--- src/core/tca_pkg.sv ---
// Constants and state type of the twisted-pair / coax adapter
package tca_pkg;
    localparam int CLK_NS = 20;
    localparam int BIT_NS = 100;
    localparam int BIT_CYC = BIT_NS / CLK_NS;
    localparam int IDLE_BITS = 8;
    localparam logic [8:0] IDLE_CYC = 9'(IDLE_BITS * BIT_CYC);
    localparam int BLOCK_BITS = 9;
    localparam logic [8:0] BLOCK_CYC = 9'(BLOCK_BITS * BIT_CYC);
    localparam int DATA_BITS = 4;
    localparam logic [8:0] DATA_CYC = 9'(DATA_BITS * BIT_CYC);
    localparam logic [6:0] JAM_BITS = 7'd96;
    localparam logic [6:0] JAM_ALT_BITS = 7'd64;
    localparam logic [2:0] BIT_LAST = 3'(BIT_CYC - 1);
    localparam logic [2:0] HALF_CYC = 3'(BIT_CYC / 2 + 1);
    localparam int UNJAB_NS = 6400;
    localparam logic [8:0] UNJAB_CYC = 9'(UNJAB_NS / CLK_NS);
    localparam int JAB_US = 5000;
    localparam int JAB_CYC = JAB_US * 1000 / CLK_NS;
    // Link timer tick is 1.024 ms, so test mode divides exactly by 1024
    localparam int TICK_NS = 1024000;
    localparam int TICK_CYC = TICK_NS / CLK_NS;
    localparam int TEST_DIV = 1024;
    localparam int LOSS_US = 100000;
    localparam logic [6:0] LOSS_TICKS = 7'(LOSS_US * 1000 / TICK_NS);
    localparam int LP_MIN_US = 3900;
    localparam logic [6:0] LP_MIN_TICKS = 7'((LP_MIN_US * 1000 + TICK_NS - 1) / TICK_NS);
    localparam int LP_MAX_US = 65000;
    localparam logic [6:0] LP_MAX_TICKS = 7'(LP_MAX_US * 1000 / TICK_NS);
    localparam int LP_TX_US = 10000;
    localparam logic [6:0] LP_TX_TICKS = 7'(LP_TX_US * 1000 / TICK_NS);
    localparam int POL_RST_US = 112000;
    localparam logic [6:0] POL_RST_TICKS = 7'(POL_RST_US * 1000 / TICK_NS);
    localparam int FIFO_W = 2;
    localparam int FIFO_D = 8;
    typedef enum {ST_IDLE, ST_TP2CX, ST_HOLD, ST_CX2TP, ST_JAM} tca_state_type;
endpackage

--- src/core/tca_adapter.sv ---
// Adapter control: input filters, data FIFO and the repeater core
`timescale 1ns/10ps
`default_nettype none

module tca_sync #(
    parameter int W = 1
) (
    input wire logic clk,
    input wire logic resetn,
    input wire logic [W-1:0] d,
    output logic [W-1:0] q
);
    logic [W-1:0] s1_reg;
    logic [W-1:0] s2_reg;
    logic [W-1:0] s3_reg;
    always_ff @(posedge clk or negedge resetn) begin
        if (!resetn) begin
            s1_reg <= '0;
            s2_reg <= '0;
            s3_reg <= '0;
            q <= '0;
        end else begin
            s1_reg <= d;
            s2_reg <= s1_reg;
            s3_reg <= s2_reg;
            for (int i = 0; i < W; i++) begin
                if (s2_reg[i] == s3_reg[i]) begin
                    q[i] <= s3_reg[i];
                end
            end
        end
    end
endmodule // tca_sync

module tca_fifo #(
    parameter int W = 2,
    parameter int D = 8
) (
    input wire logic clk,
    input wire logic resetn,
    input wire logic clr,
    input wire logic in_valid,
    output logic in_ready,
    input wire logic [W-1:0] in_data,
    output logic out_valid,
    input wire logic out_ready,
    output logic [W-1:0] out_data
);
    localparam int AW = $clog2(D);
    logic [W-1:0] mem [D];
    logic [AW:0] wr_reg;
    logic [AW:0] rd_reg;
    logic push;
    logic pop;
    assign in_ready = (wr_reg - rd_reg) != (AW+1)'(D);
    assign out_valid = wr_reg != rd_reg;
    assign out_data = mem[rd_reg[AW-1:0]];
    assign push = in_valid & in_ready;
    assign pop = out_valid & out_ready;
    always_ff @(posedge clk) begin
        if (push) begin
            mem[wr_reg[AW-1:0]] <= in_data;
        end
    end
    always_ff @(posedge clk or negedge resetn) begin
        if (!resetn) begin
            wr_reg <= '0;
            rd_reg <= '0;
        end else if (clr) begin
            wr_reg <= '0;
            rd_reg <= '0;
        end else begin
            wr_reg <= wr_reg + (AW+1)'(push);
            rd_reg <= rd_reg + (AW+1)'(pop);
        end
    end
endmodule // tca_fifo

module tca_adapter
    import tca_pkg::*;
#(
    parameter int TICK_CYC_P = TICK_CYC,
    parameter int JAB_CYC_P = JAB_CYC
) (
    input wire logic clk,
    input wire logic resetn,
    input wire logic link_check_enable,
    input wire logic test_mode,
    input wire logic twisted_rx_pos,
    input wire logic twisted_rx_neg,
    input wire logic coax_data_in_pos,
    input wire logic coax_data_in_neg,
    input wire logic coax_collision_pos,
    input wire logic coax_collision_neg,
    output logic twisted_tx_pos,
    output logic twisted_tx_neg,
    output logic coax_data_out_pos,
    output logic coax_data_out_neg,
    output logic coax_receive_indicator_out,
    output logic coax_receive_indicator_oe_n,
    output logic coax_collision_indicator_out,
    output logic coax_collision_indicator_oe_n,
    output logic twisted_collision_indicator_out,
    output logic twisted_collision_indicator_oe_n,
    output logic link_fail,
    output logic polarity_reversed,
    output logic jabber
);
    logic [7:0] syn;
    logic le, tm, rp, rn, cdp, cdn, cxcoll;
    tca_sync #(.W(8)) u_sync (
        .clk(clk),
        .resetn(resetn),
        .d({link_check_enable, test_mode, twisted_rx_pos, twisted_rx_neg,
            coax_data_in_pos, coax_data_in_neg, coax_collision_pos, coax_collision_neg}),
        .q(syn)
    );
    assign {le, tm, rp, rn, cdp, cdn} = syn[7:2];
    assign cxcoll = syn[1] | syn[0];

    // Link timer prescaler
    logic [15:0] pre_reg;
    logic [15:0] pre_top;
    logic tick;
    assign pre_top = tm ? 16'(TICK_CYC_P / TEST_DIV - 1) : 16'(TICK_CYC_P - 1);
    assign tick = pre_reg >= pre_top;
    always_ff @(posedge clk or negedge resetn) begin
        if (!resetn) begin
            pre_reg <= '0;
        end else begin
            pre_reg <= tick ? 16'h0000 : pre_reg + 16'h0001;
        end
    end

    // Corrected twisted-pair samples
    logic pol_reg;
    logic tp_p, tp_n, tp_sq, cx_sq;
    assign tp_p = pol_reg ? rn : rp;
    assign tp_n = pol_reg ? rp : rn;
    assign tp_sq = tp_p | tp_n;
    assign cx_sq = cdp | cdn;

    // Twisted-pair burst classification
    logic [8:0] tq_reg;
    logic [8:0] tb_reg;
    logic tburst_reg, tdata_reg, tfirst_reg, tlast_reg;
    logic t_end, td_set, lp_evt, frame_end;
    assign t_end = tburst_reg & ~tp_sq & (tq_reg == IDLE_CYC - 9'h001);
    assign td_set = tp_sq & tburst_reg & ~tdata_reg & (tb_reg >= DATA_CYC - 9'h001);
    assign lp_evt = t_end & ~tdata_reg;
    assign frame_end = t_end & tdata_reg;
    always_ff @(posedge clk or negedge resetn) begin
        if (!resetn) begin
            tq_reg <= '0;
            tb_reg <= '0;
            tburst_reg <= 1'b0;
            tdata_reg <= 1'b0;
            tfirst_reg <= 1'b0;
            tlast_reg <= 1'b0;
        end else if (tp_sq) begin
            tq_reg <= '0;
            tlast_reg <= tp_p;
            if (!tburst_reg) begin
                tburst_reg <= 1'b1;
                tb_reg <= 9'h001;
                tfirst_reg <= tp_p;
            end else if (tb_reg < DATA_CYC) begin
                tb_reg <= tb_reg + 9'h001;
            end
            if (td_set) begin
                tdata_reg <= 1'b1;
            end
        end else if (t_end) begin
            tburst_reg <= 1'b0;
            tdata_reg <= 1'b0;
        end else if (tburst_reg) begin
            tq_reg <= tq_reg + 9'h001;
        end
    end

    // Coax data activity
    logic [8:0] cq_reg;
    logic cact_reg;
    always_ff @(posedge clk or negedge resetn) begin
        if (!resetn) begin
            cq_reg <= '0;
            cact_reg <= 1'b0;
        end else if (cx_sq) begin
            cq_reg <= '0;
            cact_reg <= 1'b1;
        end else if (cact_reg) begin
            if (cq_reg == IDLE_CYC - 9'h001) begin
                cact_reg <= 1'b0;
            end else begin
                cq_reg <= cq_reg + 9'h001;
            end
        end
    end

    // Link integrity
    logic [6:0] gap_reg;
    logic [6:0] loss_reg;
    logic seen_reg, fail_reg;
    logic [1:0] lpc_reg;
    logic lp_short, lp_ok, lp_take;
    assign lp_short = lp_evt & seen_reg & (gap_reg < LP_MIN_TICKS);
    assign lp_ok = lp_evt & seen_reg & ~lp_short & (gap_reg <= LP_MAX_TICKS);
    assign lp_take = lp_evt & ~lp_short;
    always_ff @(posedge clk or negedge resetn) begin
        if (!resetn) begin
            gap_reg <= '0;
            seen_reg <= 1'b0;
        end else if (lp_take) begin
            gap_reg <= '0;
            seen_reg <= 1'b1;
        end else if (tick && gap_reg != 7'h7f) begin
            gap_reg <= gap_reg + 7'h01;
        end
    end
    always_ff @(posedge clk or negedge resetn) begin
        if (!resetn) begin
            loss_reg <= '0;
        end else if (td_set || lp_ok) begin
            loss_reg <= '0;
        end else if (tick && loss_reg != 7'h7f) begin
            loss_reg <= loss_reg + 7'h01;
        end
    end
    always_ff @(posedge clk or negedge resetn) begin
        if (!resetn) begin
            fail_reg <= 1'b0;
            lpc_reg <= '0;
        end else if (!le) begin
            fail_reg <= 1'b0;
            lpc_reg <= '0;
        end else if (!fail_reg) begin
            lpc_reg <= '0;
            if (loss_reg >= LOSS_TICKS) begin
                fail_reg <= 1'b1;
            end
        end else if (td_set || (lp_ok && lpc_reg == 2'h1)) begin
            fail_reg <= 1'b0;
        end else if (lp_ok) begin
            lpc_reg <= lpc_reg + 2'h1;
        end
    end

    // Polarity detection
    logic [2:0] rlp_reg;
    logic [1:0] rfr_reg;
    logic pol_home, lp_rev, fr_rev;
    assign pol_home = fail_reg & tick & (loss_reg == POL_RST_TICKS);
    assign lp_rev = le & lp_take & ~tfirst_reg;
    assign fr_rev = frame_end & ~tlast_reg;
    always_ff @(posedge clk or negedge resetn) begin
        if (!resetn) begin
            pol_reg <= 1'b0;
            rlp_reg <= '0;
            rfr_reg <= '0;
        end else if (pol_home) begin
            pol_reg <= 1'b0;
            rlp_reg <= '0;
            rfr_reg <= '0;
        end else if ((lp_rev && rlp_reg == 3'h7) || (fr_rev && rfr_reg == 2'h3)) begin
            pol_reg <= ~pol_reg;
            rlp_reg <= '0;
            rfr_reg <= '0;
        end else begin
            if (le && lp_take) begin
                rlp_reg <= tfirst_reg ? 3'h0 : rlp_reg + 3'h1;
            end
            if (fr_rev) begin
                rfr_reg <= rfr_reg + 2'h1;
            end
        end
    end

    // Repeater state machine
    tca_state_type st_reg;
    logic jab_reg;
    logic [8:0] hc_reg;
    logic [6:0] jbit_reg;
    logic [2:0] jph_reg;
    logic dir_reg;
    logic tp_coll, coll, jam_done;
    // Twisted-pair input valid while this side drives the twisted-pair output
    assign tp_coll = tdata_reg & ((st_reg == ST_CX2TP) | (st_reg == ST_JAM));
    assign coll = tp_coll | cxcoll;
    assign jam_done = (jbit_reg >= JAM_BITS) & ~coll;
    always_ff @(posedge clk or negedge resetn) begin
        if (!resetn) begin
            st_reg <= ST_IDLE;
            hc_reg <= '0;
            dir_reg <= 1'b0;
        end else if (jab_reg || fail_reg) begin
            st_reg <= ST_IDLE;
        end else begin
            case (st_reg)
                ST_IDLE: begin
                    if (coll) begin
                        st_reg <= ST_JAM;
                    end else if (tdata_reg) begin
                        st_reg <= ST_TP2CX;
                        dir_reg <= 1'b1;
                    end else if (cact_reg) begin
                        st_reg <= ST_CX2TP;
                        dir_reg <= 1'b0;
                    end
                end
                ST_TP2CX: begin
                    if (coll) begin
                        st_reg <= ST_JAM;
                    end else if (!tdata_reg) begin
                        st_reg <= ST_HOLD;
                        hc_reg <= '0;
                    end
                end
                ST_HOLD: begin
                    if (tdata_reg) begin
                        st_reg <= ST_TP2CX;
                    end else if (hc_reg == BLOCK_CYC - 9'h001) begin
                        st_reg <= ST_IDLE;
                    end else begin
                        hc_reg <= hc_reg + 9'h001;
                    end
                end
                ST_CX2TP: begin
                    if (coll) begin
                        st_reg <= ST_JAM;
                    end else if (!cact_reg) begin
                        st_reg <= ST_IDLE;
                    end
                end
                ST_JAM: begin
                    if (jam_done) begin
                        st_reg <= ST_IDLE;
                    end
                end
                default: begin
                    st_reg <= ST_IDLE;
                end
            endcase
        end
    end

    // Jam bit and phase counters, one Manchester bit every bit time
    always_ff @(posedge clk or negedge resetn) begin
        if (!resetn) begin
            jbit_reg <= '0;
            jph_reg <= '0;
        end else if (st_reg != ST_JAM) begin
            jbit_reg <= '0;
            jph_reg <= '0;
        end else if (jph_reg == BIT_LAST) begin
            jph_reg <= '0;
            if (jbit_reg != 7'h7f) begin
                jbit_reg <= jbit_reg + 7'h01;
            end
        end else begin
            jph_reg <= jph_reg + 3'h1;
        end
    end

    // Jabber watchdog
    logic [17:0] jc_reg;
    logic [8:0] uq_reg;
    logic txing;
    assign txing = (st_reg == ST_TP2CX) | (st_reg == ST_CX2TP) | (st_reg == ST_JAM);
    always_ff @(posedge clk or negedge resetn) begin
        if (!resetn) begin
            jab_reg <= 1'b0;
            jc_reg <= '0;
            uq_reg <= '0;
        end else if (!jab_reg) begin
            uq_reg <= '0;
            if (!txing) begin
                jc_reg <= '0;
            end else if (jc_reg >= 18'(JAB_CYC_P - 1)) begin
                jab_reg <= 1'b1;
                jc_reg <= '0;
            end else begin
                jc_reg <= jc_reg + 18'h00001;
            end
        end else if (tp_sq || cx_sq) begin
            uq_reg <= '0;
        end else if (uq_reg == UNJAB_CYC - 9'h001) begin
            jab_reg <= 1'b0;
        end else begin
            uq_reg <= uq_reg + 9'h001;
        end
    end

    // Data path FIFO; stalls on the output while a jam is sent
    logic fi_ready, fo_valid;
    logic [1:0] fo_data;
    tca_fifo #(.W(FIFO_W), .D(FIFO_D)) u_fifo (
        .clk(clk),
        .resetn(resetn),
        .clr(jab_reg | fail_reg | ((st_reg == ST_JAM) & jam_done)),
        .in_valid(txing & fi_ready),
        .in_ready(fi_ready),
        .in_data(dir_reg ? {tp_p, tp_n} : {cdp, cdn}),
        .out_valid(fo_valid),
        .out_ready(st_reg != ST_JAM),
        .out_data(fo_data)
    );

    // Link pulse generator
    logic [6:0] lt_reg;
    logic [2:0] lpw_reg;
    logic tp_busy;
    assign tp_busy = (st_reg == ST_CX2TP) | (st_reg == ST_JAM) | (fo_valid & ~dir_reg);
    always_ff @(posedge clk or negedge resetn) begin
        if (!resetn) begin
            lt_reg <= '0;
            lpw_reg <= '0;
        end else begin
            if (lpw_reg != 3'h0) begin
                lpw_reg <= lpw_reg - 3'h1;
            end
            if (tp_busy) begin
                lt_reg <= '0;
            end else if (tick) begin
                if (lt_reg >= LP_TX_TICKS - 7'h01) begin
                    lt_reg <= '0;
                    lpw_reg <= 3'(BIT_CYC);
                end else begin
                    lt_reg <= lt_reg + 7'h01;
                end
            end
        end
    end

    // Registered line outputs
    logic jb, jlvl;
    assign jb = (jbit_reg < JAM_ALT_BITS) ? jbit_reg[0] : 1'b1;
    assign jlvl = (jph_reg < HALF_CYC) ? ~jb : jb;
    always_ff @(posedge clk or negedge resetn) begin
        if (!resetn) begin
            {twisted_tx_pos, twisted_tx_neg} <= 2'h0;
            {coax_data_out_pos, coax_data_out_neg} <= 2'h0;
        end else if (jab_reg) begin
            {twisted_tx_pos, twisted_tx_neg} <= 2'h0;
            {coax_data_out_pos, coax_data_out_neg} <= 2'h0;
        end else if (st_reg == ST_JAM) begin
            {twisted_tx_pos, twisted_tx_neg} <= {jlvl, ~jlvl};
            {coax_data_out_pos, coax_data_out_neg} <= {jlvl, ~jlvl};
        end else begin
            if (fo_valid && !dir_reg) begin
                {twisted_tx_pos, twisted_tx_neg} <= fo_data;
            end else begin
                {twisted_tx_pos, twisted_tx_neg} <= {lpw_reg != 3'h0, 1'b0};
            end
            if (fo_valid && dir_reg) begin
                {coax_data_out_pos, coax_data_out_neg} <= fo_data;
            end else begin
                {coax_data_out_pos, coax_data_out_neg} <= 2'h0;
            end
        end
    end

    // Indicators pull low by enabling the driver
    always_ff @(posedge clk or negedge resetn) begin
        if (!resetn) begin
            coax_receive_indicator_oe_n <= 1'b1;
            coax_collision_indicator_oe_n <= 1'b1;
            twisted_collision_indicator_oe_n <= 1'b1;
        end else begin
            coax_receive_indicator_oe_n <= ~cact_reg;
            coax_collision_indicator_oe_n <= ~cxcoll;
            twisted_collision_indicator_oe_n <= ~tp_coll;
        end
    end
    assign coax_receive_indicator_out = 1'b0;
    assign coax_collision_indicator_out = 1'b0;
    assign twisted_collision_indicator_out = 1'b0;
    assign link_fail = fail_reg;
    assign polarity_reversed = pol_reg;
    assign jabber = jab_reg;
endmodule // tca_adapter

`default_nettype wire

--- config.mk ---
export PLATFORM = sky130hd
export DESIGN_NAME = tca_adapter
export DESIGN_NICKNAME = d
export VERILOG_FILES = /design/src/core/tca_pkg.sv /design/src/core/tca_adapter.sv
export SDC_FILE = /design/constraint.sdc
export NUM_CORES = 1
export LEC_CHECK = 0
export BUFFER_PORTS_ARGS = -buffer_cell sky130_fd_sc_hd__buf_2
export CORE_UTILIZATION = 65
export DETAILED_ROUTE_END_ITERATION = 6
export PLACE_DENSITY_LB_ADDON = 0.12
export SLEW_MARGIN = 20
export SYNTH_ARGS = -nofsm -noshare
export SYNTH_HDL_FRONTEND = slang
export SYNTH_SLANG_ARGS = --single-unit
--- constraint.sdc ---
create_clock -name clk -period 6.1 [get_ports clk]
set_input_delay 1.22 -clock clk [delete_from_list [all_inputs] [get_ports clk]]
set_output_delay 1.22 -clock clk [all_outputs]
set_load 0.01 [all_outputs]
==> reports/qor.csv <==
metric,value,unit
cts_buffers,17,
dp_hpwl,12600,µm
skew,13.5,ps
stdcell_area,10200,µm²
coreArea,13900,µm²
drtIter0Drc,461,
synth_xor_area_frac,0.0562,
r2r_cells,11,
synth_edf_count,16,
synth.ff_latch_count,196,
diodes,0,
io_buffer_count,19,
finalPower,3.37,mW
grt_pass1_wl,31100,µm
drv_slew,0,
muxShareOfSynthArea,0.0225,
setup_viol,0,
cts_tree,built,
clockRootBuffer,clkbuf_16,
fmax,0.316,GHz
cts_buffer_depth,2,
p_leak,4.60,nW
r2r_end,u_fifo.wr_reg[2]$_DFF_PN0_,
hp-start,u_sync.s1_reg[4]$_DFF_PN0_,
grt_usage,0.268,
crit_type,reg -> reg,
power_density,331,nW/µm²
antenna_left,0,
die_x,122,µm
ys_types,61,
ys.flop_type,dfrtp_1,
largest_reg_flops,18,
rows,43,
vdd.ir_drop.worst,0.000280,V
ios,23,
syn2layout_area_growth,9.01,%
wl,18300,µm
critPathRequiredTime,6400,ps
relSlewSlack,0.374,
yosys.area.top_type,dfrtp_1,
worstMarginPinSlew,931,ps
grt_pass1_vias,6687,
hold_class,reg -> reg,
clkTransAtPathRegs,70,ps
rr_startpoint,u_fifo.rd_reg[1]$_DFF_PN0_,
end_kind,flip-flop,
dp_cells,1078,
final_common_cell,dfrtp_1,
cts_hold_buf,0,
wire_per_inst,16.5,µm
seq_area_frac_synth,0.534,
first_pass_iters,5,
synthAdderAreaFrac,0.0621,
finalNonFillerCells,1110,
die_h,122,µm
vias,6661,
rsz0062_at_grt,false,
synth_compound_area_frac,0.0948,
start_util,0.671,
hold_viol_final,0,
critPathMaxFanout,8,
period_share,0.518,
post-route-drc-count,0,
grt_max_degree,77,
syn_area,9350,µm²
synth_top_family_by_area,simple AND/OR/NAND/NOR gates,
avgSynthCellArea,10.4,µm²
viasPerCell,6.00,
status,"complete, no violations",
postPlaceCellArea,9590,µm²
drive_gt1_frac,0.0903,
cts_post_setup_buffers_inserted,0,
start_kind,flip-flop,
synth-simple-area-share,0.205,
post-route-min-period,3160,ps
finalSetupTns,0,ps
syn-instance-count,899,
min_path_cells,0,
nFillCells,961,
r2r_slack,2940,ps
cts.sinks,196,
netlist.area_leader.share,0.474,
antenna_found_initial,0,
cts-resized-gates,0,
synth_warnings,0,
hold_end,u_sync.s2_reg[4]$_DFF_PN0_,
maxCapViolCount,0,
async_flop_share,0.918,
clk_latency,440,ps
synth_area_leaders,"dfrtp_1 47%, ha_1 5.4%, edfxtp_1 5.1%",
overflow,0,
dieArea,14900,µm²
cp.arrival,3460,ps
mostFrequentLayoutCells,"177 x dfrtp_1, 113 x nor2_1, 84 x nand2_1",
cts_htree_levels,4,
nNetsFinal,967,
place_congestion,0.788,
-- worst max-delay path: stages (launching register included) --
cell	delay, ps
dfrtp_1	490
inv_1	80
ha_1	330
a21o_1	180
a21oi_1	180
xor2_1	110
o31ai_1	810
inv_1	160
ha_1	270
ha_1	210
xnor2_1	150
nor2_1	60
-- metal layers --
| metal | track usage | wire length, µm | up-vias |
|---|---|---|---|
| met5 | 0 | 0 | - |
| met4 | 0.0988 | 381 | 0 |
| met3 | 0.0482 | 471 | 34 |
| met2 | 0.463 | 9450 | 101 |
| met1 | 0.338 | 8010 | 3330 |
| li1 | - | - | 3196 |
-- report_power, final --
group / total, mW / internal, mW / leakage [nW] / switching, mW
Sequential: 1.65 / 1.49 / 2.48 / 0.160
Combinational: 0.588 / 0.260 / 1.83 / 0.328
Clock: 1.14 / 0.621 / 0.287 / 0.514
-- Yosys cell counts (12+ instances only) --
cell,count
a21oi_1,42
and3_1,24
clkbuf_1,18
dfrtp_1,177
edfxtp_1,16
ha_1,40
inv_1,30
mux2i_1,12
nand2_1,84
nand3_1,34
nand4_1,28
nor2_1,113
nor3_1,15
o21ai_0,46
xnor2_1,23
xor2_1,37
-- through the flow --
| step | hold WS [ps] | util | setup slack (ps) |
|---|---|---|---|
| 4_1_cts | 352 | 0.731 | 2970 |
| 6_report | 351 | 0.731 | 2940 |
| 2_1_floorplan | 331 | - | 3450 |
| 3_5_place_dp | 335 | 0.688 | 3020 |
| 5_1_grt | 361 | 0.731 | 2640 |
| 3_3_place_gp | 333 | 0.688 | 3250 |
-- worst max-delay path by stage --
stage / start / endpoint / slack [ps] / depth (start not counted)
final: u_fifo.rd_reg[1]$_DFF_PN0_ / u_fifo.wr_reg[2]$_DFF_PN0_ / 2940 / 11
after global routing: u_fifo.rd_reg[1]$_DFF_PN0_ / u_fifo.wr_reg[2]$_DFF_PN0_ / 2640 / 11
after CTS: u_fifo.rd_reg[1]$_DFF_PN0_ / u_fifo.wr_reg[2]$_DFF_PN0_ / 2970 / 11
after detailed placement: u_fifo.rd_reg[1]$_DFF_PN0_ / u_fifo.wr_reg[2]$_DFF_PN0_ / 3020 / 11
after global placement: u_fifo.rd_reg[1]$_DFF_PN0_ / u_fifo.wr_reg[2]$_DFF_PN0_ / 3250 / 11
after floorplan: u_fifo.rd_reg[1]$_DFF_PN0_ / u_fifo.wr_reg[2]$_DFF_PN0_ / 3450 / 11
-- logic make-up (layout without fill, tap and decap cells) --
family	Yosys count	in the layout
AOI/OAI and AO/OA	140	140
xor gates and xnor gates	60	60
adders and majority gates	48	48
buffers and inverters	56	85
DFF	196	196
muxes	16	16
other	1	3
and+or+nand+nor	382	382
-- final cells by class --
type / instances / area [µm²] / area share
clock buffer: 19 / 433 / 0.0425
clock inverter: 13 / 165 / 0.0162
inverter: 30 / 113 / 0.0111
tap: 180 / 225 / 0.0221
sequential: 196 / 4990 / 0.490
multi-input combinational: 649 / 4130 / 0.406
timing repair buffer: 23 / 131 / 0.0129
No activity file was read; power rests on OpenSTA's default activity.
